[config.mk]
export PLATFORM = sky130hd
export DESIGN_NAME = fxs_exc_unit
export DESIGN_NICKNAME = d
export VERILOG_FILES = /design/src/include/fxs_pkg.sv /design/src/fxs_lane_eval.sv /design/src/fxs_exc_unit.sv
export SDC_FILE = /design/constraint.sdc
export NUM_CORES = 1
export LEC_CHECK = 0
export ABC_AREA = 0
export ABC_CLOCK_PERIOD_IN_PS = 3510
export BUFFER_PORTS_ARGS = -buffer_cell sky130_fd_sc_hd__buf_2
export CAP_MARGIN = 10
export CORE_AREA = 2 2 78 80
export CTS_CLUSTER_DIAMETER = 120
export CTS_CLUSTER_SIZE = 30
export DETAILED_ROUTE_END_ITERATION = 8
export DIE_AREA = 0 0 80 82
export GPL_TIMING_DRIVEN = 1
export PLACE_DENSITY = 0.95
export RECOVER_POWER = 25
export SYNTH_ARGS = -nofsm -noshare
export SYNTH_HDL_FRONTEND = slang
export SYNTH_SLANG_ARGS = --single-unit
[constraint.sdc]
create_clock -name core_clk -period 3.51 [get_ports core_clk]
set_clock_uncertainty 0.05 [all_clocks]
set_input_delay 0.351 -clock core_clk [delete_from_list [all_inputs] [get_ports core_clk]]
set_output_delay 0.351 -clock core_clk [all_outputs]
set_load 0.005 [all_outputs]
[src/include/fxs_pkg.sv]
// Package for the SIMD floating-point exception signalling unit.
// Assumes a single core clock domain and no register bus.
package fxs_pkg;

  // Lane and flag counts
  localparam int FXS_NUM_LANES = 4;
  localparam int FXS_NUM_FLAGS = 6;

  // Flag and mask bit positions
  localparam int FXS_FLG_IE = 0; // Invalid operation
  localparam int FXS_FLG_DE = 1; // Denormal operand
  localparam int FXS_FLG_ZE = 2; // Divide by zero
  localparam int FXS_FLG_OE = 3; // Overflow
  localparam int FXS_FLG_UE = 4; // Underflow
  localparam int FXS_FLG_PE = 5; // Inexact

  // Dispatch vector for an unmasked numeric exception
  localparam logic [7:0] FXS_FAULT_VECTOR = 8'h13;

  // Reset value of the control/status word: all masks set, flags clear
  localparam logic [13:0] FXS_CSR_RESET = 14'h1F80;

  // Six exception bits, one per condition
  typedef logic [FXS_NUM_FLAGS-1:0] fxs_flags_t;

  // Control/status word
  typedef struct packed {
    logic ftz;          // Flush results to zero
    fxs_flags_t mask;   // One mask bit per condition, 1 = masked
    logic daz;          // Treat denormal inputs as zero
    fxs_flags_t flags;  // Sticky status flags
  } fxs_csr_t;

  // One SIMD instruction reaching the exception stage
  typedef struct packed {
    logic valid;                               // Instruction present
    logic [31:0] ip;                           // Address of this instruction
    logic [FXS_NUM_LANES-1:0] lane_en;         // Lanes in use (scalar: lane 0)
    fxs_flags_t [FXS_NUM_LANES-1:0] pre_flags; // Conditions seen before compute
    fxs_flags_t [FXS_NUM_LANES-1:0] post_flags; // Conditions seen after compute
  } fxs_op_t;

endpackage

[src/fxs_lane_eval.sv]
// Per-lane exception classifier for the SIMD exception unit.
// Assumes flags arrive already split into before- and after-compute groups.
`timescale 1ns/1ps
`default_nettype none

module fxs_lane_eval
  import fxs_pkg::*;
(
  input wire logic lane_en,
  input wire fxs_pkg::fxs_flags_t pre_in,
  input wire fxs_pkg::fxs_flags_t post_in,
  input wire fxs_pkg::fxs_flags_t mask,
  input wire logic daz,
  output fxs_pkg::fxs_flags_t pre_seen,
  output fxs_pkg::fxs_flags_t post_seen,
  output logic pre_unmasked,
  output logic post_unmasked
);

  // Only before-compute conditions may be faults
  localparam fxs_flags_t PRE_SET = fxs_flags_t'((1 << FXS_FLG_IE) | (1 << FXS_FLG_DE)
    | (1 << FXS_FLG_ZE));
  // Only after-compute conditions may be traps
  localparam fxs_flags_t POST_SET = fxs_flags_t'((1 << FXS_FLG_OE) | (1 << FXS_FLG_UE)
    | (1 << FXS_FLG_PE));
  // Denormal bit alone
  localparam fxs_flags_t DE_BIT = fxs_flags_t'(1 << FXS_FLG_DE);

  // Classify this lane's conditions
  always_comb
  begin
    // An idle lane contributes nothing
    pre_seen = lane_en ? (pre_in & PRE_SET) : '0; // RL10 RL12
    // Inputs treated as zero never report a denormal operand
    if (daz)
    begin
      pre_seen = pre_seen & ~DE_BIT; // RL7
    end
    post_seen = lane_en ? (post_in & POST_SET) : '0; // RL10 RL12
    // Each condition is gated by its own mask bit
    pre_unmasked = |(pre_seen & ~mask); // RL8
    post_unmasked = |(post_seen & ~mask); // RL8
  end

endmodule

`default_nettype wire

[src/fxs_exc_unit.sv]
// SIMD floating-point exception signalling unit: merges lane flags,
// decides between masked default results and a precise dispatch request.
// Assumes the pipeline holds an instruction while op_ready is low and the
// dispatch logic acknowledges a request once it has entered the handler.
//
// What this block does
// (RL1) Unmasked exception dispatches through vector 19
// (RL2) Stale set flag never raises an exception
// (RL3) Exceptions precise, signalled at the excepting instruction
// (RL4) No interlock with integer or other units
// (RL5) Status flags are OR of lane flags
// (RL6) Unmasked exception delivers no result
// (RL7) Standard arithmetic unless flush or denormal-zero
// (RL8) Independent mask for each of six conditions
// (RL9) Interrupt gate entry clears interrupt permit flag
// (RL10) Up to four lanes contribute conditions
// (RL11) Masked exception: default result, flag, no signal
// (RL12) Faults before compute, traps after compute
// (RL13) Unmasked lane suppresses all writes, flags update
// (RL14) Saved pointer names the excepting instruction
`timescale 1ns/1ps
`default_nettype none

module fxs_exc_unit
  import fxs_pkg::*;
#(
  parameter int NUM_LANES = fxs_pkg::FXS_NUM_LANES
)
(
  input wire logic core_clk,
  input wire logic rst_n,
  input wire fxs_pkg::fxs_op_t op_i,
  output logic op_ready,
  input wire logic csr_wr_en,
  input wire fxs_pkg::fxs_csr_t csr_wr_data,
  output fxs_pkg::fxs_csr_t csr,
  output logic wb_en,
  output logic [NUM_LANES-1:0] wb_default,
  output logic exc_req,
  output logic [7:0] exc_vector,
  output logic [31:0] exc_ip,
  output logic exc_fault,
  input wire logic dispatch_ack,
  input wire logic gate_is_intr,
  output logic if_clear
);

  // Per-lane classifier results
  fxs_flags_t pre_l [NUM_LANES]; // Before-compute conditions per lane
  fxs_flags_t post_l [NUM_LANES]; // After-compute conditions per lane
  logic [NUM_LANES-1:0] pre_unm; // Lane holds an unmasked fault
  logic [NUM_LANES-1:0] post_unm; // Lane holds an unmasked trap
  // Merged results
  fxs_flags_t pre_or; // OR of fault conditions over lanes
  fxs_flags_t post_or; // OR of trap conditions over lanes
  fxs_flags_t new_flags; // Flags this instruction sets
  logic fault_any; // Some lane faults
  logic trap_eff; // Some lane traps and nothing faulted
  logic unm_any; // Instruction must be dispatched
  logic [NUM_LANES-1:0] lane_dflt; // Lane takes a masked default result
  logic acc; // Instruction taken this cycle
  // State
  fxs_csr_t csr_r; // Control/status word
  logic pending_r; // Dispatch request outstanding
  logic pending_nxt; // Next value of the request
  logic ready_r; // Stage accepts instructions
  logic wb_en_r; // Result write permitted
  logic [NUM_LANES-1:0] wb_default_r; // Per-lane default result select
  logic [7:0] vector_r; // Dispatch vector
  logic [31:0] ip_r; // Pointer of the excepting instruction
  logic fault_r; // Exception was a fault, not a trap
  logic if_clear_r; // Clear interrupt permit flag

  // One classifier per lane
  genvar gi;
  generate
    for (gi = 0; gi < NUM_LANES; gi++)
    begin : g_lane
      fxs_lane_eval u_eval (
        .lane_en(op_i.lane_en[gi]),
        .pre_in(op_i.pre_flags[gi]),
        .post_in(op_i.post_flags[gi]),
        .mask(csr_r.mask),
        .daz(csr_r.daz),
        .pre_seen(pre_l[gi]),
        .post_seen(post_l[gi]),
        .pre_unmasked(pre_unm[gi]),
        .post_unmasked(post_unm[gi])
      );
    end
  endgenerate

  // Merge lanes and decide the outcome of the current instruction
  always_comb
  begin
    pre_or = '0;
    post_or = '0;
    // Packed flags are the OR of every lane
    for (int i = 0; i < NUM_LANES; i++)
    begin
      pre_or = pre_or | pre_l[i]; // RL5
      post_or = post_or | post_l[i]; // RL5
    end
    fault_any = |pre_unm;
    // A fault stops the computation, so no trap can follow it
    trap_eff = (|post_unm) & ~fault_any; // RL12
    // Only conditions of this instruction count, never the sticky flags
    unm_any = fault_any | trap_eff; // RL2
    // Trap conditions are only reported when computation went ahead
    new_flags = fault_any ? pre_or : (pre_or | post_or); // RL12 RL13
    // Masked lanes substitute the default result
    for (int i = 0; i < NUM_LANES; i++)
    begin
      lane_dflt[i] = ~unm_any & (|(pre_l[i] | post_l[i])); // RL11
    end
  end

  // Accept depends on this unit alone, no cross-unit synchronisation
  assign acc = op_i.valid & ready_r; // RL4

  // Request set on an unmasked exception, held until dispatch takes it
  always_comb
  begin
    pending_nxt = pending_r;
    if (pending_r && dispatch_ack)
    begin
      pending_nxt = 1'b0;
    end
    if (acc && unm_any)
    begin
      pending_nxt = 1'b1; // RL3
    end
  end

  // Control/status word: software load, hardware flag set wins
  always_ff @(posedge core_clk)
  begin
    if (!rst_n)
    begin
      csr_r <= fxs_csr_t'(FXS_CSR_RESET);
    end
    else
    begin
      if (csr_wr_en)
      begin
        csr_r <= csr_wr_data;
      end
      // Flags update even when the write is suppressed
      if (acc)
      begin
        csr_r.flags <= (csr_wr_en ? csr_wr_data.flags : csr_r.flags) | new_flags; // RL5 RL13
      end
    end
  end

  // Dispatch request and stage readiness
  always_ff @(posedge core_clk)
  begin
    if (!rst_n)
    begin
      pending_r <= 1'b0;
      ready_r <= 1'b1;
    end
    else
    begin
      pending_r <= pending_nxt; // RL1 RL3
      // Younger instructions wait until the handler is entered
      ready_r <= ~pending_nxt; // RL3 RL4
    end
  end

  // Captured exception details for the dispatch logic
  always_ff @(posedge core_clk)
  begin
    if (!rst_n)
    begin
      vector_r <= 8'h00;
      ip_r <= 32'h0000_0000;
      fault_r <= 1'b0;
    end
    else if (acc && unm_any)
    begin
      vector_r <= FXS_FAULT_VECTOR; // RL1
      // Pointer of this instruction, not of the next one
      ip_r <= op_i.ip; // RL14
      fault_r <= fault_any; // RL12
    end
  end

  // Result write control, one pulse per accepted instruction with no unmasked exception
  always_ff @(posedge core_clk)
  begin
    if (!rst_n)
    begin
      wb_en_r <= 1'b0;
      wb_default_r <= '0;
    end
    else
    begin
      // Any unmasked lane cancels the whole destination write
      wb_en_r <= acc & ~unm_any; // RL6 RL11 RL13
      wb_default_r <= acc ? lane_dflt : '0; // RL11
    end
  end

  // Interrupt permit flag cleared when an interrupt gate is used
  always_ff @(posedge core_clk)
  begin
    if (!rst_n)
    begin
      if_clear_r <= 1'b0;
    end
    else
    begin
      if_clear_r <= pending_r & dispatch_ack & gate_is_intr; // RL9
    end
  end

  // Outputs straight from flip-flops
  assign op_ready = ready_r;
  assign csr = csr_r;
  assign wb_en = wb_en_r;
  assign wb_default = wb_default_r;
  assign exc_req = pending_r;
  assign exc_vector = vector_r;
  assign exc_ip = ip_r;
  assign exc_fault = fault_r;
  assign if_clear = if_clear_r;
endmodule

`default_nettype wire

==> key figures, run 1 <==
Run status
  – Status: finished, violations left
  – Failing checks: capacitance limit, slew limit

Die
  – Initial Util: 43.1%
  – DIE WIDTH: 80 µm
  – Core ar.: about 5700 µm²
  – FP Rows: 28
  – Ports: about 170
  – DIE HEIGHT: around 80 µm
  – Die ar.: 6560 µm²

Logic synthesis
  – FF+latch count, synth: 56
  – Netlist Area Pre-Place: around 2500 µm²
  – Top post-synthesis cells by count: nand2_1, dfxtp_1, mux2i_1
  – Synth warnings: 0
  – Synth Area per Inst: 9.56 µm²
  – Asr flop ratio synth: 0%
  – Register area share after synthesis: 45.3%
  – Top-area cell type share of the netlist area: a little under half
  – Post-synth EDFFs: 0
  – Area leader, netlist: dfxtp_1
  – Mapped Cells: 259
  – Cell with the most instances after synthesis: nand2_1
  – Post-synthesis cell type count: 31
  – Synth Flop Type: dfxtp_1
  – Top post-synthesis cells by area: dfxtp_1, mux2i_1, nand2_1

CTS
  – Number of CTS-inserted buffers: 5
  – Root Buffer: clkbuf_8
  – H-Tree Depth: 2
  – Hold buffer count at cts: 0
  – Setup bufs post-CTS: 0
  – CTS resizes: 0
  – Clock latency on the worst-skew pair: 300 ps
  – Reg clk slew, reported paths: around 100 ps
  – Clk buf depth: 2
  – Total clock sinks: 56
  – TritonCTS clock tree: yes

STA
  – RSZ-0062 raised after global routing: no
  – Min Tclk post-route: about 2200 ps
  – Final hold vios: 0
  – Final worst-path cycle share: around 63%
  – Rel. slew slack: -0.246%
  – Final setup vio count: 0
  – Setup TNS Final: 0 ps
  – Slew @ Worst Pin: approximately 1500 ps
  – Slew Limit Fails: 39
  – Max Freq: 449 MHz

Critical path
  – Worst reg2reg startpoint: csr[6]$_SDFFE_PN0P_
  – CP delay by family, top: compound AO/OA/AOI/OAI gates
  – Critical Path Slowest Stage Cell: a21oi_4
  – Worst setup SP type: flop
  – Crit path launch: csr[6]$_SDFFE_PN0P_
  – Worst path cell trace: a211oi_2 > nor3_4 > a21oi_4 > buf_4 > mux2i_1
  – Worst setup EP type: flop
  – Crit-path max FO: 19
  – Crit path required time: between 3000 and 4000 ps
  – Max stage delay on crit path: 620 ps
  – Crit path buffers/inverters: 1
  – Data arrival time of the critical path: 2410 ps
  – Kind of critical path: reg2reg

Routing
  – TritonRoute pass-1 iters: 5
  – Routed wl met2: 3080 µm
  – First-iteration detailed-routing DRC count: 116
  – Routed vias: 2260
  – Met3 wire length: 336 µm
  – Routed len/inst: about 13 µm
  – Highest metal used: met4
  – WL final: 5890 µm
  – DRC violations left: 0
  – Vias per inst: 4.89
  – Wl on met1: 2430 µm
  – DRT antenna net count: 0

Layout
  – Post-layout util: 56.4%
  – Fraction of layout cells with a size suffix above 1: 40.3%
  – Final nets: 490
  – Area Overhead vs Synth: 30.9%
  – Design area: 3240 µm²
  – ANT cells: 0
  – Filler cell count in the final layout: 532

Pwr
  – Peak VDD IR: a little over 0.2 mV
  – Clk pwr share: 31.4%
  – Pwr Density: 442 nW/µm²
  – Logic pwr share: around a fifth
  – Leak: roughly 1.6 nW
  – Switch Pwr: 359 µW
  – Internal: roughly 1.1 mW
  – Sequential Power Share: 49.8%
  – Sw frac: approximately a quarter

Min path
  – Min-delay src: csr_wr_data[7]
  – Worst hold path type: in2reg

Global route
  – First-pass GRT wire length: between 8000 and 9000 µm
  – Pin count of the biggest net entering global routing: 47
  – Tot GR Track Use: 17.2%
  – Vias in the first global route: 2008
  – Initial antenna violation count: 0
  – Grt ovf: 0

Flow run
  – MaxCap Viol Count: 1

Place
  – Buffers on Ports: around 140
  – Placer Congestion: 0.942
  – DP HPWL: 4650 µm
  – DP Area: 3120 µm²
-- final cells by class --
class,instances,area (µm²),share of cell area (%)
Clock buffer,7,96.3,2.97
Tap cell,75,93.8,2.90
Timing Repair Buffer,139,696,21.5
Sequential cell,56,1120,34.6
Inverter,1,3.75,0.116
Multi-Input combinational cell,183,1200,37.0
Clock inverter,1,30.0,0.927
-- logic make-up (layout without fill, tap and decap cells) --
logic type	after synthesis	after routing	share of synthesized area [%]
other	1	5	0.152
DFF	56	56	45.3
and+or+nand+nor	96	96	17.1
buffers and inverters	24	148	7.18
AOI/OAI and AO/OA	36	36	11.4
muxes	46	46	18.9
-- metal layers --
metal	track usage, %	vias up
met5	0	-
met4	6.27	0
met3	3.30	2
met2	31.5	78
met1	19.8	1050
li1	-	1130
-- registers in the layout (all words and copies together) (netlist names) --
name	count
exc_req	1
op_ready	1
csr	14
wb_default	4
if_clear	1
exc_vector	1
wb_en	1
exc_ip	32
exc_fault	1
-- worst reg2reg max path, delay by kind of cell, from the launching register on --
kind            cells  cell delay, ps
simple gates        1             100
flops               1             400
mux                 1             240
buf+inv             1             430
compound gates      2             940
-- cells in the final DEF, fill, tap and decap left out --
master and count:
mux2_2 5, clkbuf_1 4, nand2_1 75, nand3_1 1, buf_4 2, clkbuf_8 7, nor3_2 1, bufinv_16 1
nor2b_1 7, a32o_1 3, nor2_1 4, dfxtp_1 56, a22oi_1 8, a21boi_0 1, a22oi_2 4, inv_1 1
a21oi_4 1, a211oi_2 1, a211o_1 1, and4_1 1, a21oi_1 7, or4_1 4, nor3_4 1, buf_2 133
nand2b_1 1, and3_1 1, mux2i_1 41, o21ai_1 2, o21a_1 4, conb_1 5, o31ai_1 4
-- power groups by stage --
stage               logic (mW)  registers (mW)  clock network, mW
global route             0.298           0.719              0.489
CTS                      0.273           0.714              0.465
floorplan                0.165           0.731                  0
detailed placement       0.272           0.728                  0
global placement         0.265           0.724                  0
finish                   0.269           0.714              0.450
-- stage by stage --
step | worst slack, ps | hold slack [ps] | instances | total power, mW
floorplan | 1880 | 395 | 263 | 0.896
global route | 1120 | 205 | 462 | 1.51
detailed placement | 1020 | 390 | 454 | 1.00
CTS | 1240 | 198 | 462 | 1.45
global placement | 1110 | 388 | 454 | 0.989
finish | 1280 | 211 | 462 | 1.43
-- path summary, 6_finish.rpt --
path | end | slack (ps) | depth (start not counted)
worst min-delay path | csr[7]$_SDFFE_PN1P_ | 210 | 3
worst max-delay path | exc_ip[26]$_SDFFE_PN0P_ | 1280 | 5
worst max register to register | exc_ip[26]$_SDFFE_PN0P_ | 1280 | 5
worst min register to register | exc_fault$_SDFFE_PN0P_ | 400 | 2
Power figures use the tool's default switching activity.
==> run 2, diff against run 1 <==
- ABC_AREA: 0 -> 1
- ABC_CLOCK_PERIOD_IN_PS: 3510 -> 2000
- CORE_AREA: 2 2 78 80 -> 2 2 88 90
- DIE_AREA: 0 0 80 82 -> 0 0 90 92
- PLACE_DENSITY: 0.95 -> 0.88
- clock period: 3.51 -> 2 ns (I/O delays scaled with it)
==> key figures, run 2 <==
Run status
  – Status: completed

Layout
  – Most frequent cells in the layout: buf_2, nand2_1, dfxtp_1
  – Register area: 1120 µm² (unchanged)
  – Filler cell count in the final layout: 791 (+49%)
  – Area Overhead vs Synth: 26.1%
  – Post-layout util: 48.4% (-7.9 points)
  – ANT cells: 0 (unchanged)
  – Design area: 3610 µm² (+11%)
  – Most common cell after layout, fill and taps aside: buf_2
  – Footprint of the multi-input gates: 1330 µm² (+11%)
  – Final cell count without fillers: 633 (+37%)
  – Max reg flops: 32 (unchanged)
  – Final nets: 634 (+29%)
  – Fraction of layout cells with a size suffix above 1: 32.2% (-8.1 points)

Global route
  – Tot GR Track Use: 18.3% (+1.1 points)
  – Grt ovf: 0 (unchanged)
  – Vias in the first global route: 2758 (+37%)
  – First-pass GRT wire length: 12600 µm (+42%)
  – Initial antenna violation count: 0 (unchanged)
  – Pin count of the biggest net entering global routing: 47 (unchanged)

Pwr
  – Leak: 1.97 nW (+25%)
  – Final Power: 2.65 mW (+85%)
  – Peak VDD IR: 0.339 mV (+66%)
  – Pwr Density: 735 nW/µm² (+66%)

Die
  – FP Rows: 32 (+14%)
  – DIE HEIGHT: 92 µm (+12%)
  – Die ar.: 8280 µm² (+26%)
  – Core ar.: 7450 µm² (+30%)
  – Initial Util: 38.4% (-4.7 points)
  – DIE WIDTH: 90 µm (+13%)
  – Ports: 167 (unchanged)

Routing
  – Vias per inst: 4.81 (-1.6%)
  – WL final: 7680 µm (+30%)
  – First-iteration detailed-routing DRC count: 91 (-22%)
  – Routed vias: 3047 (+35%)
  – Routed len/inst: 12.1 µm (-4.8%)
  – DRC violations left: 0 (unchanged)
  – TritonRoute pass-1 iters: 4 (-1)
  – DRT antenna net count: 0 (unchanged)

Place
  – Post-Place Cells: 625 (+38%)
  – Placer Congestion: 0.907 (-3.6%)
  – Setup slack at placement: 262 ps (-760 ps)
  – Buffers on Ports: 137 (unchanged)
  – DP HPWL: 5860 µm (+26%)
  – DP Area: 3530 µm² (+13%)

Logic synthesis
  – Area leader, netlist: dfxtp_1
  – Asr flop ratio synth: 0% (unchanged)
  – Synth Flop Type: dfxtp_1
  – Register area share after synthesis: 39.2% (-6.1 points)
  – Post-synth EDFFs: 0 (unchanged)
  – Cell with the most instances after synthesis: nand2_1
  – Top post-synthesis cells by count: nand2_1, dfxtp_1, inv_1, nor2_1, a21oi_1
  – Netlist Area Pre-Place: 2860 µm² (+16%)
  – Mapped Cells: 409 (+58%)
  – Top-area cell type share of the netlist area: 39.2% (-6.1 points)
  – Synth warnings: 0 (unchanged)
  – Top post-synthesis cells by area: dfxtp_1, nand2_1, nand3_2
  – Synth Area per Inst: 6.99 µm² (-27%)
  – Post-synthesis cell type count: 24 (-23%)
  – FF+latch count, synth: 56 (unchanged)

CTS
  – Clk buf depth: 2 (unchanged)
  – TritonCTS clock tree: yes
  – Number of CTS-inserted buffers: 5 (unchanged)
  – CTS resizes: 0 (unchanged)
  – Total clock sinks: 56 (unchanged)
  – Clock latency on the worst-skew pair: 310 ps (about the same)
  – Root Buffer: clkbuf_8
  – Setup bufs post-CTS: 0 (unchanged)
  – H-Tree Depth: 2 (unchanged)
  – Hold buffer count at cts: 0 (unchanged)
  – Reg clk slew, reported paths: 110 ps (about the same)

Critical path
  – Worst setup EP type: flop
  – Data arrival time of the critical path: 1910 ps (-500 ps)
  – R2R depth: 10 (+5)
  – Crit path required time: 2160 ps (-1530 ps)
  – Crit path launch: csr[6]$_SDFFE_PN0P_
  – Worst path cell trace: inv_1 > nand3_1 > nand2_1 > nor2_1 > nor2_2 > nor2_4 > nand2_2 > buf_12 > a21oi_1 > nor2_1
  – FF-to-FF setup slack: 250 ps (-1040 ps)
  – Worst reg2reg startpoint: csr[6]$_SDFFE_PN0P_
  – Worst setup path end: exc_ip[16]$_SDFFE_PN0P_
  – Worst path depth: 10 (+5)
  – CP delay by family, top: simple AND/OR/NAND/NOR gates
  – Kind of critical path: reg2reg
  – Critical Path Slowest Stage Cell: dfxtp_1
  – Worst setup SP type: flop
  – Crit path buffers/inverters: 2 (+1)
  – Crit-path max FO: 46 (+27)
  – Reg-to-Reg End: exc_ip[16]$_SDFFE_PN0P_
  – Max stage delay on crit path: 360 ps (-260 ps)
  – Most frequent CP cell: nor2_1

STA
  – Final worst-path cycle share: 87.7% (+24 points)
  – Slew @ Worst Pin: 945 ps (-558 ps)
  – Setup TNS Final: 0 ps (unchanged)
  – Slew Limit Fails: 0 (-100%)
  – Max Freq: 570 MHz (+27%)
  – Min Tclk post-route: 1750 ps (-473 ps)
  – Final setup vio count: 0 (unchanged)
  – Min setup slack post-route: 246 ps (-1040 ps)
  – Worst hold margin: 52.1 ps (-159 ps)
  – Final hold vios: 0 (unchanged)
  – Rel. slew slack: 37.0% (+37 points)
  – RSZ-0062 raised after global routing: no

Min path
  – Worst hold path type: in2reg

Flow run
  – MaxCap Viol Count: 0 (-1)
run 2: changes by cell type in the layout (fill, tap and decap cells not counted), sizes merged, moves of 5 or more:
cell,before,now
a21oi,8,38
o21ai,2,15
nor2,4,51
inv,1,50
nand2,75,98
mux2,5,0
a31oi,0,7
nand3,1,49
mux2i,41,0
nor2b,7,0
a22oi,12,0
run 2: how the worst min path moves through the flow:
stage / startpoint / endpoint / slack [ps] / cells past startpoint
after floorplan: csr_wr_data[7] / csr[7]$_SDFFE_PN1P_ / 280 / 2
after global placement: csr_wr_data[10] / csr[10]$_SDFFE_PN1P_ / 360 / 3
after detailed placement: csr_wr_data[10] / csr[10]$_SDFFE_PN1P_ / 370 / 3
after CTS: csr_wr_data[7] / csr[7]$_SDFFE_PN1P_ / 50 / 3
after global routing: csr_wr_data[11] / csr[11]$_SDFFE_PN1P_ / 60 / 3
final: csr_wr_data[7] / csr[7]$_SDFFE_PN1P_ / 50 / 3
run 2: tightest hold or removal path, delay by kind of cell:
kind,cells,cell delay (ps)
simple gates,2,110
buf+inv,1,80
run 2: metal layers:
metal	GRT usage, %	part of all wire, %	vias to the layer above
li1	-	-	1526
met1	20.8	41	1354
met5	0	0	-
met4	6.92	2.4	0
met2	32.7	48	152
met3	5.09	8.6	15
run 2: area by class of cell:
class	count	share of cell area, %
clock buffer	5	1.91
clock inverter	3	0.520
inverter	51	5.31
multi-input combinational	273	37.0
sequential	56	31.1
tap	102	3.54
timing repair buffer	143	20.7
run 2: cell families (layout without fill, tap and decap cells):
| kind of cell | Yosys count | after routing | share of synthesized area (%) |
|---|---|---|---|
| flops | 56 | 56 | 39.2 |
| other cells | 1 | 5 | 0.131 |
| buf+inv | 84 | 202 | 14.7 |
| compound gates | 67 | 67 | 13.1 |
| simple gates | 201 | 201 | 32.9 |
run 2: where the power goes:
group,leakage [nW],internal (mW),switching (mW)
logic,1.46,0.312,0.424
registers,0.463,1.23,0.0650
clock network,0.0479,0.245,0.371
total,1.97,1.79,0.860
